[src/rtl/flash_link_pkg.sv]
// shared constants, opcodes and state types for the serial flash link
package flash_link_pkg;

	// system clock
	localparam int CLK_MHZ = 50;
	localparam int CLK_NS = 20;
	// cycles from a pin edge to the logic that reacts to it
	localparam int SYNC_LAT = 3;

	// pin vector layout inside the device synchroniser
	localparam int PIN_SCK = 0;
	localparam int PIN_CS = 1;
	localparam int PIN_MOSI = 2;
	localparam int PIN_WP = 3;
	localparam logic [3:0] PIN_IDLE = 4'hA;

	// link timing limits
	localparam int T_CS_HIGH_NS = 20;
	localparam int T_CSLU_NS = 20;
	localparam int T_WP_US = 1;
	localparam int T_LOCK_US = 100;
	localparam int T_EUDPD_US = 4;
	localparam int T_XUDPD_US = 180;
	localparam int T_EDPD_US = 2;
	localparam int T_RDPD_US = 35;
	localparam int T_XFR_US = 200;
	localparam int T_COMP_US = 200;
	localparam int T_EP_TYP_MS = 17;
	localparam int T_EP_MAX_MS = 25;
	localparam int T_OTP_TYP_US = 200;
	localparam int T_OTP_MAX_US = 500;
	localparam int US_PER_MS = 1000;

	// least times round up, longest times round down
	localparam int CS_HIGH_CYC = (T_CS_HIGH_NS + CLK_NS - 1) / CLK_NS;
	localparam int CSLU_CYC = (T_CSLU_NS + CLK_NS - 1) / CLK_NS;
	localparam int WP_CYC = T_WP_US * CLK_MHZ;
	localparam int RDPD_CYC = T_RDPD_US * CLK_MHZ;

	// sck ceilings per read command, and the generated rate
	localparam int F_CAR_FAST_MHZ = 85;
	localparam int F_CAR_SLOW_MHZ = 50;
	localparam int F_CAR_HIGH_MHZ = 104;
	localparam int SCK_HALF = 4;
	localparam int SCK_MHZ = CLK_MHZ / (2 * SCK_HALF);

	// opcodes
	localparam logic [7:0] OP_RD_FAST = 8'h0B;
	localparam logic [7:0] OP_RD_SLOW = 8'h03;
	localparam logic [7:0] OP_RD_HIGH = 8'h1B;
	localparam logic [7:0] OP_STATUS = 8'hD7;
	localparam logic [7:0] OP_XFER = 8'h53;
	localparam logic [7:0] OP_COMPARE = 8'h60;
	localparam logic [7:0] OP_ERASE_PROG = 8'h83;
	localparam logic [7:0] OP_OTP_PROG = 8'h9B;
	localparam logic [7:0] OP_LOCK = 8'h7F;
	localparam logic [7:0] OP_DPD = 8'hB9;
	localparam logic [7:0] OP_RESUME = 8'hAB;
	localparam logic [7:0] OP_UDPD = 8'h79;

	// status byte fields
	localparam int ST_READY = 7;
	localparam int ST_PROT = 6;
	localparam int ST_FROZEN = 5;

	localparam logic [2:0] BIT_LAST = 3'h7;
	localparam int TMR_W = 21;
	typedef logic [TMR_W-1:0] tmr_t;

	localparam int FIFO_W = 9;
	localparam int FIFO_D = 4;

	typedef enum logic [1:0] {D_READY, D_BUSY, D_DPD, D_UDPD} dev_state_e;
	typedef enum logic [1:0] {H_IDLE, H_RUN, H_END, H_WAKE} host_state_e;

endpackage

[src/rtl/flash_link_if.sv]
// serial flash link between the host end and the device end
interface flash_link_if;
	logic sck;
	logic cs_n;
	logic mosi;
	logic wp_n;
	logic miso;
	logic miso_oe_n;
	logic miso_line;

	// undriven serial output floats high on the board
	assign miso_line = miso_oe_n ? 1'h1 : miso;

	modport host_mp (output sck, output cs_n, output mosi, output wp_n, input miso_line);
	modport dev_mp (input sck, input cs_n, input mosi, input wp_n, output miso, output miso_oe_n);
endinterface

[src/rtl/flash_dev.sv]
// serial flash device end: bit engine, busy timing, power-down and protection

module flash_dev
	import flash_link_pkg::*;
#(
	parameter int unsigned LOCK_CYC = T_LOCK_US * CLK_MHZ,
	parameter int unsigned XUDPD_CYC = T_XUDPD_US * CLK_MHZ,
	parameter int unsigned XFR_CYC = T_XFR_US * CLK_MHZ,
	parameter int unsigned COMP_CYC = T_COMP_US * CLK_MHZ,
	parameter int unsigned EP_CYC = T_EP_TYP_MS * US_PER_MS * CLK_MHZ,
	parameter int unsigned OTP_CYC = T_OTP_TYP_US * CLK_MHZ
) (
	// clock, reset, enable
	input wire logic i_sys_clk,
	input wire logic i_rst,
	input wire logic i_ce,
	// serial link
	flash_link_if.dev_mp link,
	// user side
	input wire logic [7:0] i_tx_data,
	output logic [7:0] o_rx_data,
	output logic o_rx_valid,
	output logic o_busy,
	output logic o_pdown,
	output logic o_protected,
	output logic o_frozen
);

	////////////////////////////////////////////////////////////////////////////
	// state

	// timer loads trimmed by the synchroniser delay so the pin-level time holds
	localparam tmr_t LOCK_T = tmr_t'(LOCK_CYC - SYNC_LAT - 1);
	localparam tmr_t XUDPD_T = tmr_t'(XUDPD_CYC - SYNC_LAT - 1);
	localparam tmr_t XFR_T = tmr_t'(XFR_CYC - SYNC_LAT - 1);
	localparam tmr_t COMP_T = tmr_t'(COMP_CYC - SYNC_LAT - 1);
	localparam tmr_t EP_T = tmr_t'(EP_CYC - SYNC_LAT - 1);
	localparam tmr_t OTP_T = tmr_t'(OTP_CYC - SYNC_LAT - 1);
	localparam tmr_t RDPD_T = tmr_t'(RDPD_CYC - SYNC_LAT - 1);
	localparam logic [5:0] WP_END = 6'(WP_CYC - SYNC_LAT - 1);
	localparam logic [1:0] BYTE_SAT = 2'h2;

	typedef struct packed {
		logic [3:0] s1;
		logic [3:0] s2;
		logic sck_q;
		logic cs_q;
		logic mosi_q;
		dev_state_e st;
		tmr_t tmr;
		logic lock_pend;
		logic [2:0] bitcnt;
		logic [1:0] bytecnt;
		logic [7:0] rx_sh;
		logic [7:0] opcode;
		logic [7:0] tx_sh;
		logic [7:0] rx_data;
		logic rx_valid;
		logic miso;
		logic miso_oe_n;
		logic prot;
		logic [5:0] wp_cnt;
		logic frozen;
		logic busy;
		logic pdown;
	} dev_s;

	localparam dev_s DEV_RST = '{
		s1: PIN_IDLE,
		s2: PIN_IDLE,
		cs_q: 1'h1,
		miso_oe_n: 1'h1,
		st: D_READY,
		default: '0
	};

	dev_s r;
	dev_s next_r;
	logic sck_rise;
	logic sck_fall;
	logic cs_fall;
	logic cs_rise;
	logic rd_op;

	////////////////////////////////////////////////////////////////////////////
	// next state

	always_comb begin
		next_r = r;
		next_r.s1 = {link.wp_n, link.mosi, link.cs_n, link.sck};
		next_r.s2 = r.s1;
		next_r.sck_q = r.s2[PIN_SCK];
		next_r.cs_q = r.s2[PIN_CS];
		// mosi moves together with the rise, so the bit is the copy one cycle older
		next_r.mosi_q = r.s2[PIN_MOSI];
		next_r.rx_valid = 1'h0;
		sck_rise = r.s2[PIN_SCK] & ~r.sck_q;
		sck_fall = ~r.s2[PIN_SCK] & r.sck_q;
		cs_fall = r.cs_q & ~r.s2[PIN_CS];
		cs_rise = ~r.cs_q & r.s2[PIN_CS];
		rd_op = 1'h0;

		// protection tracks the inverted pin after a settle count
		if (r.s2[PIN_WP] == r.prot) begin
			if (r.wp_cnt == WP_END) begin
				next_r.prot = ~r.prot;
				next_r.wp_cnt = '0;
			end else begin
				next_r.wp_cnt = r.wp_cnt + 6'h1;
			end
		end else begin
			next_r.wp_cnt = '0;
		end

		// output is driven only while selected, whatever the sck idle level
		next_r.miso_oe_n = r.s2[PIN_CS];

		if (cs_fall) begin
			next_r.bitcnt = '0;
			next_r.bytecnt = '0;
			next_r.opcode = '0;
			next_r.tx_sh = '0;
			// any low pulse on select wakes from ultra-deep sleep
			if (r.st == D_UDPD) begin
				next_r.st = D_BUSY;
				next_r.tmr = XUDPD_T;
			end
		end else if (!r.s2[PIN_CS] && r.st != D_UDPD) begin
			// input sampled before the host's next launch reaches us
			if (sck_rise) begin
				next_r.rx_sh = {r.rx_sh[6:0], r.mosi_q};
				next_r.bitcnt = r.bitcnt + 3'h1;
				if (r.bitcnt == BIT_LAST) begin
					next_r.rx_data = next_r.rx_sh;
					next_r.rx_valid = 1'h1;
					if (r.bytecnt == '0) begin
						next_r.opcode = next_r.rx_sh;
					end
					if (r.bytecnt != BYTE_SAT) begin
						next_r.bytecnt = r.bytecnt + 2'h1;
					end
					rd_op = (next_r.opcode == OP_RD_FAST) || (next_r.opcode == OP_RD_SLOW)
						|| (next_r.opcode == OP_RD_HIGH);
					next_r.tx_sh = '0;
					if (next_r.opcode == OP_STATUS) begin
						next_r.tx_sh[ST_READY] = (r.st == D_READY);
						next_r.tx_sh[ST_PROT] = r.prot;
						next_r.tx_sh[ST_FROZEN] = r.frozen;
					end else if (rd_op && r.st == D_READY) begin
						// array data only when idle
						next_r.tx_sh = i_tx_data;
					end
				end
			end
			// launched a few cycles after the fall, well inside the low phase
			if (sck_fall) begin
				next_r.miso = r.tx_sh[7];
				next_r.tx_sh = {r.tx_sh[6:0], 1'h0};
			end
		end

		// busy countdown
		if (r.st == D_BUSY) begin
			if (r.tmr == '0) begin
				next_r.st = D_READY;
				if (r.lock_pend) begin
					next_r.frozen = 1'h1;
				end
				next_r.lock_pend = 1'h0;
			end else begin
				next_r.tmr = r.tmr - tmr_t'(1);
			end
		end

		// commands act when select rises after a whole opcode
		if (cs_rise && r.bytecnt != '0) begin
			case (r.st)
				D_READY: begin
					case (r.opcode)
						OP_XFER: begin
							next_r.st = D_BUSY;
							next_r.tmr = XFR_T;
						end
						OP_COMPARE: begin
							next_r.st = D_BUSY;
							next_r.tmr = COMP_T;
						end
						OP_ERASE_PROG: begin
							// a protected array refuses the write
							if (!r.prot) begin
								next_r.st = D_BUSY;
								next_r.tmr = EP_T;
							end
						end
						OP_OTP_PROG: begin
							next_r.st = D_BUSY;
							next_r.tmr = OTP_T;
						end
						OP_LOCK: begin
							if (!r.frozen) begin
								next_r.st = D_BUSY;
								next_r.tmr = LOCK_T;
								next_r.lock_pend = 1'h1;
							end
						end
						// entry is immediate, inside both entry limits
						OP_DPD: begin
							next_r.st = D_DPD;
						end
						OP_UDPD: begin
							next_r.st = D_UDPD;
						end
						default: begin
						end
					endcase
				end
				D_DPD: begin
					if (r.opcode == OP_RESUME) begin
						next_r.st = D_BUSY;
						next_r.tmr = RDPD_T;
					end
				end
				default: begin
				end
			endcase
		end

		next_r.busy = (next_r.st == D_BUSY);
		next_r.pdown = (next_r.st == D_DPD) || (next_r.st == D_UDPD);
	end

	////////////////////////////////////////////////////////////////////////////
	// registers

	always_ff @(posedge i_sys_clk) begin
		if (i_rst) begin
			r <= DEV_RST;
		end else if (i_ce) begin
			r <= next_r;
		end
	end

	assign link.miso = r.miso;
	assign link.miso_oe_n = r.miso_oe_n;
	assign o_rx_data = r.rx_data;
	assign o_rx_valid = r.rx_valid;
	assign o_busy = r.busy;
	assign o_pdown = r.pdown;
	assign o_protected = r.prot;
	assign o_frozen = r.frozen;

endmodule // flash_dev

[src/flat_wrapper.sv]
// flat-port wrapper written by rule: the top's interface ports become plain ports
module flash_dev_flat import flash_link_pkg::*;
#(
	parameter int unsigned LOCK_CYC = T_LOCK_US * CLK_MHZ,
	parameter int unsigned XUDPD_CYC = T_XUDPD_US * CLK_MHZ,
	parameter int unsigned XFR_CYC = T_XFR_US * CLK_MHZ,
	parameter int unsigned COMP_CYC = T_COMP_US * CLK_MHZ,
	parameter int unsigned EP_CYC = T_EP_TYP_MS * US_PER_MS * CLK_MHZ,
	parameter int unsigned OTP_CYC = T_OTP_TYP_US * CLK_MHZ
)
  (i_sys_clk, i_rst, i_ce, i_tx_data, o_rx_data, o_rx_valid, o_busy, o_pdown, o_protected, o_frozen, link_sck, link_cs_n, link_mosi, link_wp_n, link_miso, link_miso_oe_n);
  flash_link_if link_i ();
  input wire logic i_sys_clk;
  input wire logic i_rst;
  input wire logic i_ce;
  input wire logic [7:0] i_tx_data;
  output logic [7:0] o_rx_data;
  output logic o_rx_valid;
  output logic o_busy;
  output logic o_pdown;
  output logic o_protected;
  output logic o_frozen;
  input wire logic [$bits(link_i.sck)-1:0] link_sck;
  input wire logic [$bits(link_i.cs_n)-1:0] link_cs_n;
  input wire logic [$bits(link_i.mosi)-1:0] link_mosi;
  input wire logic [$bits(link_i.wp_n)-1:0] link_wp_n;
  output wire logic [$bits(link_i.miso)-1:0] link_miso;
  output wire logic [$bits(link_i.miso_oe_n)-1:0] link_miso_oe_n;
  assign link_i.sck = link_sck;
  assign link_i.cs_n = link_cs_n;
  assign link_i.mosi = link_mosi;
  assign link_i.wp_n = link_wp_n;
  assign link_miso = link_i.miso;
  assign link_miso_oe_n = link_i.miso_oe_n;
  flash_dev #(.LOCK_CYC(LOCK_CYC), .XUDPD_CYC(XUDPD_CYC), .XFR_CYC(XFR_CYC), .COMP_CYC(COMP_CYC), .EP_CYC(EP_CYC), .OTP_CYC(OTP_CYC)) u_core (.i_sys_clk(i_sys_clk), .i_rst(i_rst), .i_ce(i_ce), .link(link_i), .i_tx_data(i_tx_data), .o_rx_data(o_rx_data), .o_rx_valid(o_rx_valid), .o_busy(o_busy), .o_pdown(o_pdown), .o_protected(o_protected), .o_frozen(o_frozen));
endmodule
[config.mk]
export PLATFORM = sky130hd
export DESIGN_NAME = flash_dev_flat
export DESIGN_NICKNAME = d
export VERILOG_FILES = /design/src/rtl/flash_link_pkg.sv /design/src/rtl/flash_link_if.sv /design/src/rtl/flash_dev.sv /design/src/flat_wrapper.sv
export SDC_FILE = /design/constraint.sdc
export NUM_CORES = 1
export LEC_CHECK = 0
export BUFFER_PORTS_ARGS = -buffer_cell sky130_fd_sc_hd__buf_4
export CAP_MARGIN = 10
export CORE_ASPECT_RATIO = 0.5
export CORE_MARGIN = 4
export CORE_UTILIZATION = 30
export DETAILED_ROUTE_END_ITERATION = 8
export PLACE_DENSITY_LB_ADDON = 0.12
export SLEW_MARGIN = 30
export SYNTH_ARGS = -nofsm -noshare
export SYNTH_HDL_FRONTEND = slang
export SYNTH_SLANG_ARGS = --single-unit
export TNS_END_PERCENT = 50
[constraint.sdc]
create_clock -name i_sys_clk -period 2.8 [get_ports i_sys_clk]
set_input_delay 0.14 -clock i_sys_clk [delete_from_list [all_inputs] [get_ports i_sys_clk]]
set_output_delay 0.14 -clock i_sys_clk [all_outputs]
set_load 0.005 [all_outputs]
==> impl_metrics.csv, run 1 <==
group,metric,value,unit
critical_path,critPathLaunchType,"flop",
layout,multi_input_area,2645,um^2
timing,relSlewSlack,0.4573,
global_routing,grt_pass1_wl,21400,um
placement,post-place-ws,0.2519,ns
detailed_routing,vias_per_cell,5.265,
status,status,"finished clean",
clock_tree,path_clk_slew,0.07,ns
clock_tree,clock-sinks,82,
detailed_routing,ant_nets,0,
pwr,pwr-share-seq,0.454,
layout,area_growth,16.96,%
global_routing,grt_usage,0.1548,
critical_path,regToRegStartpoint,"u_core.r[59]",
timing,setup_viol,0,
layout,nets,601,
detailed_routing,drt_iter0_markers,281,
synth,synth_seq_area_share,0.3624,
placement,dpl.hpwl,9248,um
min_path,hold_start,"link_wp_n",
min_path,hp-class,"primary input to flop",
clock_tree,clockBufferDepth,2,
critical_path,max_stage_delay,0.61,ns
timing,period_minus_slack,2.564,ns
synth,synth_fp_nets,575,
synth,ys_types,71,
die,num_rows,31,
synth,async_reset_ff_frac,0,
layout,fillers,1522,
detailed_routing,vias,4112,
run,drv_cap,0,
critical_path,cp_cell_sequence,"or4_4, or3_1, o31ai_4, mux2i_1, o21ai_1, a311oi_1",
global_routing,grt_overflow,0,
clock_tree,h-tree-depth,3,
layout,antenna_cells,0,
die,dieHeight,94.89,um
clock_tree,post_cts_resized,0,
critical_path,startpoint,"u_core.r[59]",
detailed_routing,dr.pass1.iters,5,
timing,hold_viol_final,0,
synth,synth_cells,552,
detailed_routing,routed_wl,12920,um
critical_path,arrival,2.82,ns
global_routing,grt_pass1_vias,3922,
pwr,swShare,0.2602,
global_routing,grt_max_degree,37,
critical_path,crit_fanout,9,
pwr,p_leak,1.888,nW
die,dieArea,17250,um^2
placement,port_buffers,29,
synth,synth.avg_cell_area,8.205,um^2
pwr,combPwrFrac,0.078,
timing,drv_slew,0,
timing,tightest_slew,0.8103,ns
synth,netlist_area,4529,um^2
critical_path,worstSetupPathType,"flop to flop",
die,die_w,181.8,um
detailed_routing,wire_per_inst,16.55,um
critical_path,crit_path_end_kind,"flop",
pwr,vdd.ir_drop.worst,0.2662,mV
timing,rsz0062_at_grt,"false",
placement,globalplace.congestion,0.8308,
die,initial_core_util,0.3097,
clock_tree,post-cts-setup-buffers,0,
synth,synth_warnings,0,
layout,drive_gt1_frac,0.1509,
critical_path,crit_required,3.05,ns
timing,period_share,0.9157,
clock_tree,postCtsHoldBufs,0,
pwr,p_per_area,503.7,nW/um^2
die,num_io_pins,30,
timing,fin_ws,0.2361,ns
pwr,p_sw,0.6942,mW
clock_tree,insertion_delay,0.35,ns
timing,fmax,0.3900,GHz
synth,synth_seq_cells,82,
layout,final_common_cell,"dfxtp_1",
clock_tree,cts_tree,"yes",
pwr,internal_power,1.974,mW
detailed_routing,drc,0,
critical_path,slowest_stage,"or4_4",
synth,synth-main-ff-cell,"dfxtp_1",
layout,register_area,1642,um^2
layout,layout_common_cells,"82 x dfxtp_1, 67 x nor2_1, 54 x buf_4",
synth,synth_edf_count,0,
die,core-area,14620,um^2
clock_tree,cts_made_buffers,9,
pwr,clkPwrFrac,0.468,
timing,skew,0.009010,ns
timing,fin_tns_setup,0,ns
clock_tree,root_buffer,"clkbuf_16",
global_routing,antenna_found_initial,0,
[power groups by stage]
stage	Sequential, mW	Clock (mW)	Combinational (mW)
3_5_place_dp	1.24	0	0.207
2_1_floorplan	1.23	0	0.153
3_3_place_gp	1.24	0	0.208
6_report	1.21	1.25	0.209
5_1_grt	1.21	1.33	0.233
4_1_cts	1.21	1.29	0.208
[synthesized netlist by cell type, types with 4 or more instances]
library cell,number,area share
nand2b_1,6,0.0083
nor3_1,16,0.018
nand4b_1,6,0.012
a211oi_1,10,0.017
buf_4,8,0.013
o21ai_0,14,0.015
o2bb2ai_1,4,0.0077
a22oi_1,8,0.013
nand3b_1,7,0.012
nand2_1,50,0.041
a21oi_1,32,0.035
o31ai_1,4,0.0066
clkbuf_1,23,0.019
nor3b_1,5,0.0083
mux2i_1,24,0.053
nand3_1,19,0.021
o22ai_1,4,0.0055
a31oi_1,9,0.012
nand4_1,6,0.0083
or3_1,5,0.0069
and2_1,6,0.0083
ha_1,8,0.022
dfxtp_1,82,0.36
nor4_1,6,0.0083
nor2b_1,9,0.012
a32oi_1,7,0.014
inv_1,13,0.011
nor2_1,68,0.056
xor2_1,5,0.0097
o21ai_1,13,0.014
a311oi_1,5,0.0097
o211ai_1,4,0.0066
[state kept, by name, summed over array words and instances (netlist names)]
| signal | count |
|---|---|
| u_core.r | 62 |
| u_core.o_busy | 1 |
| u_core.o_protected | 1 |
| u_core.next_r | 7 |
| u_core.o_frozen | 1 |
| u_core.link.miso | 1 |
| u_core.o_rx_data | 8 |
| u_core.o_rx_valid | 1 |
[metal layers]
metal / vias up / wire length [um] / GRT usage
met4: 0 / 177 / 0.03808
met2: 86 / 5345 / 0.2340
li1: 2080 / - / -
met3: 11 / 561 / 0.03578
met1: 1935 / 6840 / 0.2229
met5: - / 0 / 0
[layout make-up]
cell class              count  share of cell area
repair buffers             54             0.07652
multi-input cells         418              0.4993
clock buffers               9             0.04251
flip-flops and latches     82              0.3099
well taps                 198             0.04676
inverters                  13            0.009211
clock inverters             7             0.01582
[per-stage QoR]
step | cells | util | power [mW] | hold slack (ns) | cell area [um^2]
global placement | 765 | 0.3406 | 1.445 | 0.3573 | 4981
CTS | 781 | 0.3621 | 2.708 | 0.005031 | 5295
global route | 781 | 0.3623 | 2.780 | 0.01779 | 5298
floorplan | 552 | - | 1.382 | 0.2684 | 4529
finish | 781 | 0.3623 | 2.668 | 0.009908 | 5298
detailed placement | 765 | 0.3410 | 1.444 | 0.3610 | 4986
[final timing paths]
| kind | to | cells after the start | slack, ns |
|---|---|---|---|
| setup reg to reg | u_core.r[59] | 6 | 0.24 |
| hold reg to reg | u_core.r[21] | 2 | 0.46 |
| hold / removal | u_core.next_r[80] | 3 | 0.01 |
| setup / recovery | u_core.r[59] | 6 | 0.24 |
[worst max-delay path, delay by kind of cell, from the launching register on]
family	cells	cell delay, ns
multiplexers	1	0.24
flip-flops	1	0.38
AO/OA/AOI/OAI	3	0.74
AND/OR/NAND/NOR	2	1.10
[cell families (layout without fill, tap and decap cells)]
kind of cell	after synthesis	count (layout)	synth area share
flops	82	82	0.3624
compound gates	143	143	0.2157
simple gates	232	232	0.2685
xor+xnor	8	8	0.01547
buf+inv	52	83	0.05525
fa+ha+maj	8	8	0.02210
mux	27	27	0.06050
Power figures use the tool's default switching activity.
==> inputs of run 2 (changes only) <==
--- a/config.mk
+++ b/config.mk
@@ -6,7 +6,7 @@
 export NUM_CORES = 1
 export LEC_CHECK = 0
 export BUFFER_PORTS_ARGS = -buffer_cell sky130_fd_sc_hd__buf_4
-export CAP_MARGIN = 10
+export CAP_MARGIN = 0
 export CORE_ASPECT_RATIO = 0.5
 export CORE_MARGIN = 4
 export CORE_UTILIZATION = 30
==> constraint.sdc (replaced) <==
create_clock -name i_sys_clk -period 2.55 [get_ports i_sys_clk]
set_input_delay 0.1275 -clock i_sys_clk [delete_from_list [all_inputs] [get_ports i_sys_clk]]
set_output_delay 0.1275 -clock i_sys_clk [all_outputs]
set_load 0.005 [all_outputs]
==> run 2 against run 1 <==
- cell area rose by 3.0%
- critical path type unchanged
- sequential power rose by 9.9%
- wire length rose by 2.6%
- sequential share of layout area fell by 0.90 points
- global-route usage rose by 0.47 points
- register-to-register slack got worse by 0.07 ns
- flip-flop and latch count did not move
- critical endpoint is now u_core.r[71]
- critical path depth rose by 1
- clock skew rose by 0.0021 ns
- count of clock-buffer cells in the layout did not move
==> impl_metrics.csv, run 2 (synthesized netlist as in run 1, its figures left out) <==
group,metric,value,unit
detailed_routing,vias,4285,
timing,relSlewSlack,0.4005,
timing,setup_viol,0,
die,dieArea,17250,um^2
min_path,min_to,"u_core.next_r[79]",
layout,nets,621,
clock_tree,h-tree-depth,3,
layout,largest_reg_flops,62,
placement,port_buffers,29,
clock_tree,post-cts-setup-buffers,0,
clock_tree,path_clk_slew,0.07,ns
layout,area_growth,20.44,%
critical_path,crit_fanout,7,
placement,globalplace.congestion,0.8129,
layout,antenna_cells,0,
min_path,whs_path_depth,3,
clock_tree,cts_made_buffers,9,
status,status,"finished clean",
global_routing,antenna_found_initial,0,
die,initial_core_util,0.3097,
critical_path,critPathLaunchType,"flop",
clock_tree,insertion_delay,0.35,ns
die,num_io_pins,30,
global_routing,grt_pass1_vias,4070,
critical_path,r2r_slack,0.16,ns
critical_path,max_stage_delay,0.58,ns
global_routing,grt_pass1_wl,21980,um
clock_tree,cts_tree,"yes",
global_routing,grt_overflow,0,
die,die_w,181.8,um
detailed_routing,met3_length,502,um
pwr,combPwrFrac,0.082,
min_path,hp-class,"primary input to flop",
timing,fin_tns_setup,0,ns
die,core-area,14620,um^2
critical_path,regToRegStartpoint,"u_core.r[60]",
pwr,pwr-share-seq,0.449,
timing,period_minus_slack,2.387,ns
die,dieHeight,94.89,um
clock_tree,root_buffer,"clkbuf_16",
critical_path,crit_required,2.82,ns
detailed_routing,ant_nets,0,
timing,drv_slew,0,
timing,skew,0.01115,ns
layout,regMostFlops,"u_core.r",
detailed_routing,wire_per_inst,16.56,um
pwr,p_per_area,542.2,nW/um^2
detailed_routing,vias_per_cell,5.350,
critical_path,reg2reg_depth,7,
critical_path,slowest_stage,"or4_4",
layout,fillers,1511,
timing,fin_ws,0.1635,ns
timing,tightest_slew,0.8950,ns
detailed_routing,drc,0,
detailed_routing,drt_iter0_markers,385,
layout,final_common_cell,"dfxtp_1",
clock_tree,clock-sinks,82,
layout,fin_cells,801,
detailed_routing,routed_wl,13260,um
run,drv_cap,0,
layout,layout_common_cells,"82 x dfxtp_1, 72 x buf_4, 68 x nor2_1",
layout,utilization,0.3731,
pwr,p_sw,0.7816,mW
die,num_rows,31,
clock_tree,clockBufferDepth,2,
detailed_routing,wl_met2,5755,um
detailed_routing,wl_met1,6827,um
placement,dp_cells,783,
timing,period_share,0.9359,
layout,drive_gt1_frac,0.1758,
pwr,vdd.ir_drop.worst,0.2352,mV
placement,post-place-ws,0.1302,ns
critical_path,cp_cell_sequence,"or4_4, or3_1, buf_4, nor3_4, nor4b_2, mux2i_1, o22ai_1",
critical_path,crit_path_end_kind,"flop",
detailed_routing,dr.pass1.iters,5,
timing,hold_viol_final,0,
min_path,hold_start,"link_mosi",
timing,rsz0062_at_grt,"false",
critical_path,reg2reg_to,"u_core.r[71]",
pwr,internal_power,2.176,mW
critical_path,arrival,2.66,ns
pwr,p_leak,1.980,nW
placement,dpl.hpwl,9456,um
detailed_routing,dr.max_layer_used,"met4",
global_routing,grt_usage,0.1595,
global_routing,grt_max_degree,40,
pwr,swShare,0.2643,
critical_path,worstSetupPathType,"flop to flop",
timing,fmax,0.4190,GHz
pwr,clkPwrFrac,0.469,
pwr,finalPower,2.958,mW
run 2: final cells by class:
class	instances	area (um^2)	share of cell area
clock buffers	9	225.2	0.04128
clock inverters	7	82.58	0.01514
inverters	13	48.80	0.008945
multi-input cells	418	2649	0.4856
flip-flops and latches	82	1642	0.3009
well taps	198	247.7	0.04541
repair buffers	74	560.5	0.1028
run 2: worst max-delay path: cells and delay by family (launching register included):
kind	cells	cell delay [ns]
muxes	1	0.11
and+or+nand+nor	4	1.48
DFF	1	0.37
AOI/OAI and AO/OA	1	0.16
buffers and inverters	1	0.19
run 2: power groups by stage:
| stage | registers, mW | logic, mW | clock network (mW) |
|---|---|---|---|
| after global placement | 1.36 | 0.238 | 0 |
| final | 1.33 | 0.241 | 1.39 |
| after floorplan | 1.35 | 0.168 | 0 |
| after CTS | 1.33 | 0.242 | 1.43 |
| after global routing | 1.33 | 0.267 | 1.47 |
| after detailed placement | 1.36 | 0.239 | 0 |
run 2: metal layers:
metal  track usage  up-vias
met5             0        -
met1        0.2276     2058
met2        0.2472       85
li1              -     2125
met3       0.03078       17
met4       0.04245        0
run 2: how the worst max path moves through the flow:
stage,slack (ns),end,cells after the start,start
final,0.16,u_core.r[71],7,u_core.r[60]
after global routing,0.006,u_core.r[59],6,u_core.r[60]
after CTS,0.13,u_core.r[68],6,u_core.r[36]
after detailed placement,0.13,u_core.r[68],6,u_core.r[36]
after global placement,0.15,u_core.r[68],6,u_core.r[36]
after floorplan,0.14,u_core.r[59],9,u_core.r[59]
run 2: repair_timing:
action	in CTS	in global routing
endpoints found under the setup margin	0	7
hold buffers	2	0
gates resized for setup	0	2
hold endpoints to repair	2	0
run 2: stage by stage:
stage          instance area (um^2)  hold slack [ns]
2_1_floorplan                  4529           0.2559
3_3_place_gp                   5116           0.3463
3_5_place_dp                   5121           0.3509
4_1_cts                        5449          0.01093
5_1_grt                        5455          0.02985
6_report                       5455          0.02306
